## src/common/uart_tx_pkg.sv

```systemverilog
// Constants, register map and field layout of the serial frame transmitter
package uart_tx_pkg;

  // Register byte offsets
  localparam logic [7:0] CTRL1_OFS = 8'h00;
  localparam logic [7:0] CTRL2_OFS = 8'h04;
  localparam logic [7:0] BAUD_OFS = 8'h08;
  localparam logic [7:0] STATUS_OFS = 8'h0C;
  localparam logic [7:0] DATA_OFS = 8'h10;

  // serial_control_reg1 fields
  localparam int WORD_LENGTH_BIT = 0;
  localparam int PARITY_TYPE_BIT = 1;
  localparam int PARITY_EN_BIT = 2;
  localparam int STOP_COUNT_BIT = 3;
  localparam int NINTH_BIT = 4;
  localparam int TX_ENABLE_BIT = 5;
  localparam int BREAK_REQ_BIT = 6;
  localparam int CTRL1_WIDTH = 7;

  // serial_control_reg2 fields
  localparam int HIGH_SPEED_BIT = 0;
  localparam int IRQ_ENABLE_BIT = 1;

  // serial_status_reg fields
  localparam int BUF_EMPTY_BIT = 0;
  localparam int IDLE_BIT = 1;

  // Reset values: 8 data bits, no parity, one stop bit, transmitter off
  localparam logic [6:0] CTRL1_RST = 7'h00;
  localparam logic [1:0] CTRL2_RST = 2'h0;
  localparam logic [7:0] BAUD_RST = 8'h00;

  // Bit-period prescale shifts: 64 in low-speed mode, 16 in high-speed mode
  localparam int LOW_SPEED_SHIFT = 6;
  localparam int HIGH_SPEED_SHIFT = 4;

  // Break-unit end count: the first unit holds 14 zero bits, later ones 13
  localparam logic [3:0] BREAK_UNIT_BITS = 4'hD;

  typedef enum logic [2:0] {
    TX_IDLE,
    TX_START,
    TX_DATA,
    TX_STOP,
    TX_BREAK
  } tx_state_t;

endpackage : uart_tx_pkg

```

## src/rtl/uart_frame_format_transmitter.sv

```systemverilog
// Serial frame transmitter with APB register access
`timescale 1ns/1ps
module uart_frame_format_transmitter (
  // Clock and reset
  input wire logic core_clk,
  input wire logic rst_b,
  // APB slave
  input wire logic psel,
  input wire logic penable,
  input wire logic pwrite,
  input wire logic [7:0] paddr,
  input wire logic [31:0] pwdata,
  output logic [31:0] prdata,
  output logic pready,
  output logic pslverr,
  // Serial line
  output logic serial_out_pin,
  output logic serial_out_en,
  // Interrupt request
  output logic tx_irq
);
  import uart_tx_pkg::*;

  logic [6:0] ctrl1_q;
  logic [1:0] ctrl2_q;
  logic [7:0] baud_divisor_q;
  logic [7:0] serial_data_buffer_q;
  logic buf_full_q;
  logic [8:0] tx_shift_reg_q;
  logic tsr_full_q;
  logic tx_buffer_empty_flag_q;
  logic tx_idle_flag_q;
  logic status_seen_q;
  logic [13:0] baud_cnt_q;
  tx_state_t state_q;
  logic [3:0] bit_cnt_q;
  logic serial_out_pin_q;
  logic serial_out_en_q;
  logic tx_irq_q;
  logic [31:0] prdata_q;
  logic pready_q;
  logic pslverr_q;

  // Field views
  wire word_length_sel = ctrl1_q[WORD_LENGTH_BIT];
  wire parity_type_sel = ctrl1_q[PARITY_TYPE_BIT];
  wire parity_enable = ctrl1_q[PARITY_EN_BIT];
  wire stop_count_sel = ctrl1_q[STOP_COUNT_BIT];
  wire tx_ninth_bit = ctrl1_q[NINTH_BIT];
  wire tx_enable = ctrl1_q[TX_ENABLE_BIT];
  wire break_request = ctrl1_q[BREAK_REQ_BIT];
  wire baud_high_speed_sel = ctrl2_q[HIGH_SPEED_BIT];
  wire tx_empty_irq_enable = ctrl2_q[IRQ_ENABLE_BIT];

  // Bus decode; the access edge is the only one where writes land
  wire setup_rd = psel & ~penable & ~pwrite;
  wire access = psel & penable & pready_q;
  wire hit_ctrl1 = paddr == CTRL1_OFS;
  wire hit_ctrl2 = paddr == CTRL2_OFS;
  wire hit_baud = paddr == BAUD_OFS;
  wire hit_status = paddr == STATUS_OFS;
  wire hit_data = paddr == DATA_OFS;
  wire mapped = hit_ctrl1 | hit_ctrl2 | hit_baud | hit_status | hit_data;
  wire wr_ctrl1 = access & pwrite & hit_ctrl1;
  wire wr_ctrl2 = access & pwrite & hit_ctrl2;
  wire wr_baud = access & pwrite & hit_baud;
  wire status_rd = access & ~pwrite & hit_status;
  wire data_wr = access & pwrite & hit_data & tx_buffer_empty_flag_q;
  wire seq_clear = data_wr & status_seen_q;
  wire [6:0] ctrl1_wr_val = pwdata[CTRL1_WIDTH-1:0];
  wire en_falling = wr_ctrl1 & tx_enable & ~ctrl1_wr_val[TX_ENABLE_BIT];

  wire [31:0] rd_mux =
    hit_ctrl1 ? {25'h0, ctrl1_q} :
    hit_ctrl2 ? {30'h0, ctrl2_q} :
    hit_baud ? {24'h0, baud_divisor_q} :
    hit_status ? {30'h0, tx_idle_flag_q, tx_buffer_empty_flag_q} : 32'h0;

  // divisor plus one, times 64 or 16
  // Period needs 15 bits: 256 times 64 overflows 14
  wire [14:0] n_plus_1 = {7'h0, baud_divisor_q} + 15'h1;
  wire [14:0] bit_period = baud_high_speed_sel ? (n_plus_1 << HIGH_SPEED_SHIFT)
                                               : (n_plus_1 << LOW_SPEED_SHIFT);
  wire [14:0] period_last = bit_period - 15'h1;
  wire shift_tick = {1'b0, baud_cnt_q} >= period_last;

  // Word assembly at load time from the current format
  // MSB position reused
  wire [7:0] low_data = word_length_sel ? pwdata[7:0] : {1'b0, pwdata[6:0]};
  wire par_even = ^low_data;
  wire par_bit = parity_type_sel ? ~par_even : par_even;
  logic [8:0] word_in;
  always_comb begin
    word_in = {1'b0, pwdata[7:0]};
    if (word_length_sel) begin
      word_in[8] = tx_ninth_bit;
    end
    if (parity_enable) begin
      if (word_length_sel) begin
        word_in[8] = par_bit;
      end else begin
        word_in[7] = par_bit;
      end
    end
  end
  // The buffered word is assembled the same way so parity stays consistent
  logic [8:0] word_buf_q;

  wire [3:0] last_data_bit = word_length_sel ? 4'h8 : 4'h7;
  wire [3:0] last_stop_bit = stop_count_sel ? 4'h1 : 4'h0;

  wire frame_done = shift_tick & (state_q == TX_STOP) & (bit_cnt_q == last_stop_bit);
  wire break_done = shift_tick & (state_q == TX_BREAK) & (bit_cnt_q == BREAK_UNIT_BITS)
                    & ~break_request;
  wire direct_load = data_wr & tx_enable & ~tsr_full_q;
  wire buf_load = data_wr & ~direct_load;
  wire reload = buf_full_q & tx_enable & ~tsr_full_q & ~direct_load;

  // APB answer: no wait states, read data captured in setup
  always_ff @(posedge core_clk or negedge rst_b) begin
    if (!rst_b) begin
      pready_q <= 1'b0;
      pslverr_q <= 1'b0;
      prdata_q <= 32'h0;
    end else begin
      pready_q <= psel & ~penable;
      pslverr_q <= psel & ~penable & ~mapped;
      prdata_q <= setup_rd ? rd_mux : 32'h0;
    end
  end

  // Configuration registers
  always_ff @(posedge core_clk or negedge rst_b) begin
    if (!rst_b) begin
      ctrl1_q <= CTRL1_RST;
      ctrl2_q <= CTRL2_RST;
      baud_divisor_q <= BAUD_RST;
    end else begin
      if (wr_ctrl1) begin
        ctrl1_q <= ctrl1_wr_val;
      end
      if (wr_ctrl2) begin
        ctrl2_q <= pwdata[1:0];
      end
      if (wr_baud) begin
        baud_divisor_q <= pwdata[7:0];
      end
    end
  end

  // Status-access tracking for the clear sequence
  always_ff @(posedge core_clk or negedge rst_b) begin
    if (!rst_b) begin
      status_seen_q <= 1'b0;
    end else if (status_rd) begin
      status_seen_q <= 1'b1;
    end else if (data_wr) begin
      status_seen_q <= 1'b0;
    end
  end

  // Free-running bit-period timer
  always_ff @(posedge core_clk or negedge rst_b) begin
    if (!rst_b) begin
      baud_cnt_q <= 14'h0;
    end else if (shift_tick) begin
      baud_cnt_q <= 14'h0;
    end else begin
      baud_cnt_q <= baud_cnt_q + 14'h1;
    end
  end

  // Holding buffer; data written while disabled waits here for the enable
  always_ff @(posedge core_clk or negedge rst_b) begin
    if (!rst_b) begin
      serial_data_buffer_q <= 8'h00;
      word_buf_q <= 9'h000;
      buf_full_q <= 1'b0;
    end else if (buf_load) begin
      serial_data_buffer_q <= pwdata[7:0];
      word_buf_q <= word_in;
      buf_full_q <= 1'b1;
    end else if (reload) begin
      buf_full_q <= 1'b0;
    end
  end

  // Flags: hardware set takes priority over the software sequence
  always_ff @(posedge core_clk or negedge rst_b) begin
    if (!rst_b) begin
      tx_buffer_empty_flag_q <= 1'b1;
      tx_idle_flag_q <= 1'b1;
    end else begin
      if (seq_clear) begin
        tx_buffer_empty_flag_q <= 1'b0;
        tx_idle_flag_q <= 1'b0;
      end
      if (direct_load | reload) begin
        tx_buffer_empty_flag_q <= 1'b1;
      end
      if (frame_done | (en_falling & (state_q != TX_IDLE))) begin
        tx_idle_flag_q <= 1'b1;
      end
    end
  end

  // Transmit sequencer
  always_ff @(posedge core_clk or negedge rst_b) begin
    if (!rst_b) begin
      state_q <= TX_IDLE;
      bit_cnt_q <= 4'h0;
      tx_shift_reg_q <= 9'h000;
      tsr_full_q <= 1'b0;
      serial_out_pin_q <= 1'b1;
    end else if (!tx_enable) begin
      state_q <= TX_IDLE;
      bit_cnt_q <= 4'h0;
      tsr_full_q <= 1'b0;
      serial_out_pin_q <= 1'b1;
    end else begin
      if (direct_load) begin
        tx_shift_reg_q <= word_in;
        tsr_full_q <= 1'b1;
      end else if (reload) begin
        tx_shift_reg_q <= word_buf_q;
        tsr_full_q <= 1'b1;
      end
      if (shift_tick) begin
        case (state_q)
          TX_IDLE: begin
            serial_out_pin_q <= 1'b1;
            bit_cnt_q <= 4'h0;
            if (break_request) begin
              state_q <= TX_BREAK;
              serial_out_pin_q <= 1'b0;
            end else if (tsr_full_q) begin
              state_q <= TX_START;
              serial_out_pin_q <= 1'b0;
            end
          end
          TX_START: begin
            state_q <= TX_DATA;
            serial_out_pin_q <= tx_shift_reg_q[0];
            tx_shift_reg_q <= {1'b0, tx_shift_reg_q[8:1]};
          end
          TX_DATA: begin
            if (bit_cnt_q == last_data_bit) begin
              state_q <= TX_STOP;
              bit_cnt_q <= 4'h0;
              serial_out_pin_q <= 1'b1;
            end else begin
              bit_cnt_q <= bit_cnt_q + 4'h1;
              serial_out_pin_q <= tx_shift_reg_q[0];
              tx_shift_reg_q <= {1'b0, tx_shift_reg_q[8:1]};
            end
          end
          TX_STOP: begin
            serial_out_pin_q <= 1'b1;
            if (bit_cnt_q == last_stop_bit) begin
              state_q <= TX_IDLE;
              bit_cnt_q <= 4'h0;
              tsr_full_q <= 1'b0;
            end else begin
              bit_cnt_q <= bit_cnt_q + 4'h1;
            end
          end
          TX_BREAK: begin
            if (bit_cnt_q == BREAK_UNIT_BITS) begin
              bit_cnt_q <= 4'h1;
              if (!break_request) begin
                state_q <= TX_STOP;
                bit_cnt_q <= 4'h0;
                serial_out_pin_q <= 1'b1;
              end
            end else begin
              bit_cnt_q <= bit_cnt_q + 4'h1;
            end
          end
          default: begin
            state_q <= TX_IDLE;
          end
        endcase
      end
    end
  end

  // Pin ownership and interrupt; a break in progress suppresses the request
  always_ff @(posedge core_clk or negedge rst_b) begin
    if (!rst_b) begin
      serial_out_en_q <= 1'b0;
      tx_irq_q <= 1'b0;
    end else begin
      serial_out_en_q <= tx_enable;
      tx_irq_q <= tx_empty_irq_enable & tx_buffer_empty_flag_q & (state_q != TX_BREAK);
    end
  end

  // Outputs driven straight from their registers, carried unchanged
  assign prdata = prdata_q;
  assign pready = pready_q;
  assign pslverr = pslverr_q;
  assign serial_out_pin = serial_out_pin_q;
  assign serial_out_en = serial_out_en_q;
  assign tx_irq = tx_irq_q;

endmodule : uart_frame_format_transmitter

```

## config.mk

```make
export PLATFORM = sky130hd
export DESIGN_NAME = uart_frame_format_transmitter
export DESIGN_NICKNAME = d
export VERILOG_FILES = /design/src/common/uart_tx_pkg.sv /design/src/rtl/uart_frame_format_transmitter.sv
export SDC_FILE = /design/constraint.sdc
export NUM_CORES = 1
export LEC_CHECK = 0
export BUFFER_PORTS_ARGS = -buffer_cell sky130_fd_sc_hd__buf_2
export CAP_MARGIN = 20
export CORE_MARGIN = 2
export CORE_UTILIZATION = 63
export CTS_BUF_LIST = sky130_fd_sc_hd__clkbuf_4 sky130_fd_sc_hd__clkbuf_8
export DETAILED_ROUTE_END_ITERATION = 6
export GPL_TIMING_DRIVEN = 1
export PLACE_DENSITY = 0.94
export SLEW_MARGIN = 20
export SYNTH_ARGS = -nofsm -noshare
export SYNTH_HDL_FRONTEND = slang
export SYNTH_SLANG_ARGS = --single-unit
```

## constraint.sdc

```tcl
create_clock -name core_clk -period 7.26 [get_ports core_clk]
set_input_delay 1.815 -clock core_clk [delete_from_list [all_inputs] [get_ports core_clk]]
set_output_delay 1.815 -clock core_clk [all_outputs]
set_load 0.05 [all_outputs]
```

Word-level counts from Yosys, hierarchy flattened
Cells that the tools add are included.
- output and inout bits: 37
- logic and storage cells: 152
- bits of input ports: 45
- bits in registers: 74
- $add $sub $neg: 4
- reduce and logical (&&, ||, !) cells: 11
- bitwise logic cells: 40
- equality and inequality tests: 20
- muxes and demuxes: 57
- order comparisons: 1
- operators by type and width (kind ; count):
    $mux W8 ; 5
    $mux W9 ; 4
    $and A1 B1 Y1 ; 27
    $mux W1 ; 26
    $mux W3 ; 8
    $mux W4 ; 6
    $pmux W9 S2 ; 1
    $eq A8 B4 Y1 const B ; 2
    $pmux W4 S4 ; 1
    $ge A14 B15 Y1 ; 1
    $mux W15 ; 1
    $pmux W3 S5 ; 1
    $sub A15 B1 Y15 const B ; 1
    $add A14 B1 Y14 const B ; 1
    $mux W14 ; 1
    $add A8 B1 Y9 const B ; 1
    $ne A3 B3 Y1 const B ; 3
    $eq A8 B3 Y1 const B ; 1
    $eq A8 B5 Y1 const B ; 1
    $logic_not A8 Y1 ; 1
    $reduce_bool A2 Y1 ; 4
    $reduce_xor A8 Y1 ; 1
    $not A1 Y1 ; 7
    $eq A3 B2 Y1 const B ; 2
    19 further kinds ; 26

Longest topological paths before layout
Gate-level depths: netlist (run 1).
- depth in word-level cells: 15
- mapped depth: 19
- gate-level depth less buffers: 16

Worst setup path after synthesis (run 1)
No wires, ideal clock.
- kind: register to register
- start point: register baud_divisor_q[0]
- end point: register tx_shift_reg_q[8]
- data required time: 7.165 ns
- buffers on the path: 2
- slack: 3.440 ns
- cell stages (with the launch flop): 17
- data arrival time: 3.724 ns
- clock period less this slack: 3.820 ns
- library setup time: 0.095 ns
- path through: dfrtp_1 -> ha_1 -> xnor2_1 -> mux2i_1 -> a2111oi_4 -> nand4bb_1 -> nor2_1 -> xnor2_1 -> ha_1 -> or4_1 -> a221oi_1 -> a31oi_1 -> and2_1 -> buf_1 -> and3_1 -> buf_2 -> o31ai_1
- longest elaborated chain between the ends: 5
- RTL lines (item ; line ; RTL):
    from (decl) ; uart_frame_format_transmitter.sv:26 ; logic [7:0] baud_divisor_q;
    from (signal assigned) ; uart_frame_format_transmitter.sv:146 ; baud_divisor_q <= pwdata[7:0];
    $add A8 B1 Y9 ; uart_frame_format_transmitter.sv:81 ; wire [14:0] n_plus_1 = {7'h0, baud_divisor_q} + 15'h1;
    $mux W15 ; uart_frame_format_transmitter.sv:82 ; wire [14:0] bit_period = baud_high_speed_sel ? (n_plus_1 << HIGH_SPEED_SHIFT)
    $sub A15 B1 Y15 ; uart_frame_format_transmitter.sv:84 ; wire [14:0] period_last = bit_period - 15'h1;
    $ge A14 B15 Y1 ; uart_frame_format_transmitter.sv:85 ; wire shift_tick = {1'b0, baud_cnt_q} >= period_last;
    $mux W9 ; uart_frame_format_transmitter.sv:228 ; if (shift_tick) begin
    to (signal assigned) ; uart_frame_format_transmitter.sv:222 ; tx_shift_reg_q <= word_in;
    to (signal assigned) ; uart_frame_format_transmitter.sv:225 ; tx_shift_reg_q <= word_buf_q;
    to (signal assigned) ; uart_frame_format_transmitter.sv:244 ; tx_shift_reg_q <= {1'b0, tx_shift_reg_q[8:1]};
    to (decl) ; uart_frame_format_transmitter.sv:29 ; logic [8:0] tx_shift_reg_q;
Every way passes these cells.
A chain may end at the register's enable or synchronous reset.

Final worst setup path (run 1)
- start point: register ctrl2_q[0]
- end point: register tx_shift_reg_q[8]
- longest elaborated chain between the ends: 4
- RTL lines (item ; line ; RTL):
    from (decl) ; uart_frame_format_transmitter.sv:25 ; logic [1:0] ctrl2_q;
    from (signal assigned) ; uart_frame_format_transmitter.sv:143 ; ctrl2_q <= pwdata[1:0];
    $mux W15 ; uart_frame_format_transmitter.sv:82 ;
    $sub A15 B1 Y15 ; uart_frame_format_transmitter.sv:84 ;
    $ge A14 B15 Y1 ; uart_frame_format_transmitter.sv:85 ;
    $mux W9 ; uart_frame_format_transmitter.sv:228 ;
Every way passes these cells.

==> results.yml, run 1 <==
clock_network:
  cts_htree_levels: 3
  root_buffer: "clkbuf_8"
  worstSkewPairLatency_ns: 0.36
  cts.sinks: 74
  cts_tree: "done"
  cts_inserted_buffers: 9
  postCtsHoldBufs: 0
  cts.clk_slew.worst_paths_ns: 0.08
  clockBufferDepth: 2
  post_cts_resized: 0
  postCtsSetupBuffers: 0
detailed_routing:
  drc: 0
  dr.first_iter.drc_count: 600
  detail_route.vias_per_cell: 6.62
  wl_per_cell_um: 18.7
  via_count: 4214
  antenna_left: 0
  wl_mm: 11.9
  first_pass_iters: 6
timing:
  drv_slew: 0
  rsz0062_at_grt: "false"
  period_needed_ns: 4.69
  fin_crit_sh: 0.646
  hold_ws_ns: 0.485
  skew_ns: 0.00509
  finalSetupViolCount: 0
  finalHoldViolations: 0
  setup_tns_ns: 0
  slew-limit-headroom: 0.377
  worst_slew_pin_slew_ns: 0.935
  fin_ws_ns: 2.57
  max_freq_ghz: 0.213
finish:
  fill_cells: 516
  finalNonFillerCells: 637
  final_common_cell: "dfrtp_1"
  area_delta_synth_final_pct: 6.50
  final_cell_mix: "dfrtp_1, nand2_1, nor2_1, nand3_1, buf_2"
  multiInputGateArea_mm2: 0.00268
  final_nets: 593
  n_antenna_cell: 0
  drive_gt1_frac: 0.167
  regArea_mm2: 0.00186
global_route:
  grt_pass1_wl_mm: 19.8
  grt_pass1_vias: 4075
  grt_max_degree: 75
  grtUsageTotal: 0.296
  gr-total-overflow: 0
  antenna_found_initial: 0
floorplanning:
  start_util: 0.657
  rows: 31
  die_y_um: 91.2
  die_w_um: 91.2
  dieArea_mm2: 0.00832
  core_area_mm2: 0.00729
  num_io_pins: 82
run:
  max-cap-violations: 0
logic_synthesis:
  yosysUniqueCellTypes: 66
  syn_inst: 514
  muxShareOfSynthArea: 0.0893
  seq_area_frac_synth: 0.387
  yosys.area_share.simple: 0.224
  synth_xor_area_frac: 0.0687
  synth_compound_area_frac: 0.116
  ys_warn_count: 0
  syn_area_per_cell_um2: 9.33
  async_reset_ff_frac: 1.00
  synth_top_family_by_area: "simple AND/OR/NAND/NOR gates"
  synth_flop_cell: "dfrtp_1"
  synth_fa_ha_area_frac: 0.0412
  synth_area_mm2: 0.00479
  synth_seq_cells: 74
  synth-edff-count: 0
run_status:
  status: "finished, final reports clean"
power:
  power_density_mw_per_mm2: 194
  ir_drop_mv: 0.266
  p_leak_nw: 2.40
placed_design:
  gp_congestion: 0.883
  post-place-ws_ns: 2.82
  io_buffers: 33
  dpl.cell_count: 621
  dp_hpwl_mm: 7.53
worst_hold_path:
  hp-start: "word_buf_q[7]$_DFFE_PN0P_"
  hold_end: "word_buf_q[7]$_DFFE_PN0P_"
  hold_depth: 2
  min_path_type: "reg -> reg"
critical_path:
  critPathKind: "reg -> reg"
  start_kind: "flip-flop"
  worstReg2RegStart: "ctrl2_q[0]$_DFFE_PN0P_"
  cp.arrival_ns: 4.95
  r2r-end: "tx_shift_reg_q[8]$_DFFE_PN0P_"
  r2r_cells: 13
  critical_path_required_ns: 7.52
  cp-end-kind: "flip-flop"
  r2r_setup_slack_ns: 2.57
  crit_fanout: 23
[layer usage]
layer | part of all wire | GRT usage | up-vias
li1 | - | - | 1841
met1 | 0.40 | 0.381 | 2040
met2 | 0.47 | 0.470 | 272
met3 | 0.096 | 0.0747 | 61
met4 | 0.040 | 0.139 | 0
met5 | 0 | 0 | -
[cell families (layout without fill, tap and decap cells)]
family | after synthesis | in the layout
compound gates | 77 | 77
xor+xnor | 36 | 36
fa+ha+maj | 16 | 16
buf+inv | 64 | 65
flops | 74 | 74
mux | 37 | 37
other cells | 1 | 24
simple gates | 209 | 209
[worst max-delay path by stage]
stage	startpoint	end	slack, ns	cells after the start
finish	ctrl2_q[0]$_DFFE_PN0P_	tx_shift_reg_q[8]$_DFFE_PN0P_	2.57	13
global route	baud_divisor_q[0]$_DFFE_PN0P_	tx_shift_reg_q[8]$_DFFE_PN0P_	2.34	14
CTS	baud_divisor_q[0]$_DFFE_PN0P_	tx_shift_reg_q[8]$_DFFE_PN0P_	2.66	14
detailed placement	baud_divisor_q[0]$_DFFE_PN0P_	tx_shift_reg_q[7]$_DFFE_PN0P_	2.82	13
global placement	ctrl2_q[0]$_DFFE_PN0P_	tx_shift_reg_q[8]$_DFFE_PN0P_	2.96	13
floorplan	baud_divisor_q[0]$_DFFE_PN0P_	tx_shift_reg_q[8]$_DFFE_PN0P_	3.44	16
[flip-flops by register name, indices dropped and copies added, names as in the netlist, 2 cells and up]
name,cells
baud_cnt_q,14
baud_divisor_q,8
bit_cnt_q,4
ctrl1_q,7
ctrl2_q,2
prdata,8
state_q,3
tx_shift_reg_q,9
word_buf_q,9
[cell type report]
type / count / area share
multi-input cells: 399 / 0.524
flip-flops and latches: 74 / 0.363
repair buffers: 35 / 0.0353
clock buffers: 11 / 0.0272
well taps: 99 / 0.0243
clock inverters: 5 / 0.0154
inverters: 14 / 0.0103
[worst max-delay path, cell delays in order (launching register included)]
cell and delay, ns:
dfrtp_1 0.85, inv_1 0.23, o31a_1 0.43, nor3_1 0.31, nand3b_1 0.17, nor2_1 0.16
xnor2_1 0.08, ha_1 0.19, or4_1 0.52, a221oi_1 0.30, a31oi_1 0.34, and2_1 0.36
and3_1 0.35, o31ai_1 0.28
[Yosys cell counts (all sizes together), types with 15 or more instances]
| master | number | share of area |
|---|---|---|
| o211ai | 17 | 0.027 |
| nand3 | 37 | 0.039 |
| xnor2 | 17 | 0.031 |
| ha | 15 | 0.039 |
| mux2 | 26 | 0.061 |
| nor2 | 38 | 0.030 |
| dfrtp | 71 | 0.37 |
| xor2 | 18 | 0.033 |
| buf | 35 | 0.050 |
| a21oi | 15 | 0.016 |
| clkbuf | 15 | 0.012 |
| nand2 | 60 | 0.049 |
[stage by stage]
| step | util | total power, mW | cell area [µm²] |
|---|---|---|---|
| floorplan | - | 0.593 | 4880 |
| global placement | 0.670 | 0.616 | 4890 |
| detailed placement | 0.670 | 0.623 | 4890 |
| CTS | 0.700 | 0.984 | 5100 |
| global route | 0.700 | 1.03 | 5100 |
| finish | 0.700 | 0.988 | 5100 |
[power by group]
group          internal [mW]  switching (mW)
sequential             0.436          0.0281
combinational         0.0530           0.108
clock                  0.201           0.162
No activity file was read; power rests on OpenSTA's default activity.
==> inputs of run 2 (changes only) <==
--- a/config.mk
+++ b/config.mk
@@ -8,11 +8,11 @@
 export BUFFER_PORTS_ARGS = -buffer_cell sky130_fd_sc_hd__buf_2
 export CAP_MARGIN = 20
 export CORE_MARGIN = 2
-export CORE_UTILIZATION = 63
+export CORE_UTILIZATION = 53
 export CTS_BUF_LIST = sky130_fd_sc_hd__clkbuf_4 sky130_fd_sc_hd__clkbuf_8
 export DETAILED_ROUTE_END_ITERATION = 6
 export GPL_TIMING_DRIVEN = 1
-export PLACE_DENSITY = 0.94
+export PLACE_DENSITY = 0.85
 export SLEW_MARGIN = 20
 export SYNTH_ARGS = -nofsm -noshare
 export SYNTH_HDL_FRONTEND = slang
==> constraint.sdc (replaced) <==
create_clock -name core_clk -period 4.2 [get_ports core_clk]
set_input_delay 1.05 -clock core_clk [delete_from_list [all_inputs] [get_ports core_clk]]
set_output_delay 1.05 -clock core_clk [all_outputs]
set_load 0.05 [all_outputs]
==> run 2 against run 1 <==
Compared with the run above: worst setup slack worse by 2.4 ns; die area up 18%; global-route usage down 6.7 points; largest cell class unchanged; count of clock-buffer cells in the layout down 1; sequential power up 72%; largest power group unchanged; highest routed layer unchanged; power up 68%.
==> results.yml, run 2 (synthesis gave the netlist of run 1 again) <==
global_route:
  antenna_found_initial: 0
  grt_pass1_vias: 3855
  grt_max_degree: 29
  grtUsageTotal: 0.229
  grt_pass1_wl_mm: 18.4
  gr-total-overflow: 0
critical_path:
  critical_path_required_ns: 4.46
  cp-startpoint: "baud_divisor_q[0]$_DFFE_PN0P_"
  cp.arrival_ns: 4.27
  crit_fanout: 9
  critPathKind: "reg -> reg"
  start_kind: "flip-flop"
  cp-end-kind: "flip-flop"
  worstReg2RegStart: "baud_divisor_q[0]$_DFFE_PN0P_"
timing:
  finalSetupViolCount: 0
  worst_slew_pin_slew_ns: 0.878
  hold_ws_ns: 0.514
  drv_slew: 0
  skew_ns: 0.00990
  slew-limit-headroom: 0.411
  finalHoldViolations: 0
  max_freq_ghz: 0.250
  fin_crit_sh: 0.954
  period_needed_ns: 4.01
detailed_routing:
  wl_mm: 11.0
  first_pass_iters: 5
  via_count: 4113
  drc: 0
  wl_per_cell_um: 16.7
  dr.first_iter.drc_count: 381
  antenna_left: 0
  detail_route.vias_per_cell: 6.25
finish:
  final_common_cell: "dfrtp_1"
  largest-register: "baud_cnt_q"
  final_nets: 605
  final_cell_mix: "dfrtp_1, nand2_1, nor2_1, nand3_1, buf_2"
  multiInputGateArea_mm2: 0.00269
  drive_gt1_frac: 0.191
  regArea_mm2: 0.00186
  design_area_mm2: 0.00520
  area_delta_synth_final_pct: 8.59
  largest_register_ffs: 14
  reg.largest.list: "baud_cnt_q (14), tx_shift_reg_q (9), word_buf_q (9)"
  fill_cells: 718
  n_antenna_cell: 0
clock_network:
  cts_inserted_buffers: 9
  cts.clk_slew.worst_paths_ns: 0.08
  worstSkewPairLatency_ns: 0.35
  cts.sinks: 74
  clockBufferDepth: 2
  cts_htree_levels: 3
  root_buffer: "clkbuf_8"
  postCtsHoldBufs: 0
  cts_tree: "done"
placed_design:
  dp_hpwl_mm: 7.65
  place_area_mm2: 0.00498
  gp_congestion: 0.893
  io_buffers: 33
floorplanning:
  start_util: 0.547
  dieArea_mm2: 0.00982
  num_io_pins: 82
  core_area_mm2: 0.00876
  die_y_um: 99.1
  die_w_um: 99.1
  rows: 34
power:
  p_leak_nw: 2.45
  ir_drop_mv: 0.362
  power_density_mw_per_mm2: 319
worst_hold_path:
  min_path_type: "reg -> reg"
  hp-start: "word_buf_q[0]$_DFFE_PN0P_"
run:
  max-cap-violations: 0
run_status:
  status: "finished, final reports clean"
## run 2: report_power, final
group	switching [mW]	internal [mW]
Clock	0.286	0.292
Combinational	0.184	0.101
Sequential	0.0448	0.754
Total	0.515	1.15
## run 2: path summary, 6_finish.rpt
kind | endpoint | slack, ns | depth (start not counted)
worst max-delay path | tx_shift_reg_q[8]$_DFFE_PN0P_ | 0.19 | 15
worst min-delay path | word_buf_q[0]$_DFFE_PN0P_ | 0.51 | 1
worst max register to register | tx_shift_reg_q[8]$_DFFE_PN0P_ | 0.19 | 15
worst min register to register | word_buf_q[0]$_DFFE_PN0P_ | 0.51 | 1
max in group asynchronous | tx_idle_flag_q$_DFFE_PN1P_ | 2.67 | 2
min in group asynchronous | baud_cnt_q[0]$_DFF_PN0_ | 0.71 | 1
## run 2: area by class of cell
class | count | area share
clock buffer | 10 | 0.0264
clock inverter | 6 | 0.0125
inverter | 14 | 0.0101
timing repair buffer | 47 | 0.0519
sequential | 74 | 0.357
multi-input combinational | 399 | 0.516
tap | 108 | 0.0260
## run 2: what timing repair did
item                                   4_1_cts  5_1_grt
endpoints found under the hold margin        0        0
buffers inserted                             0        1
setup endpoints to repair                    0       30
gates resized for setup                      0        3
## run 2: critical path, stage by stage (launching register included)
cell       delay, ns
dfrtp_2         0.46
ha_1            0.26
and3_2          0.26
xnor2_1         0.15
a222oi_1        0.28
buf_4           0.19
nand4bb_1       0.18
nor2_1          0.08
xnor2_1         0.13
ha_1            0.19
or4_1           0.56
a221oi_1        0.23
a31oi_1         0.19
and2_1          0.18
and3_1          0.30
o31ai_1         0.27
## run 2: metal layers
metal | track usage | up-vias | wire length [µm]
met5 | 0 | - | 0
met4 | 0.0969 | 0 | 343
met3 | 0.0387 | 35 | 816
met2 | 0.357 | 209 | 5090
met1 | 0.319 | 2010 | 4720
li1 | - | 1859 | -
## run 2: stage by stage
stage	power [mW]	setup slack [ns]	setup TNS (ns)	utilization	std cells
3_5_place_dp	1.09	0.164	0	0.568	641
5_1_grt	1.72	-0.0181	-0.0373	0.594	658
4_1_cts	1.66	0.158	0	0.592	657
2_1_floorplan	1.02	0.380	0	-	537
6_report	1.66	0.194	0	0.594	658
3_3_place_gp	1.08	0.301	0	0.568	641
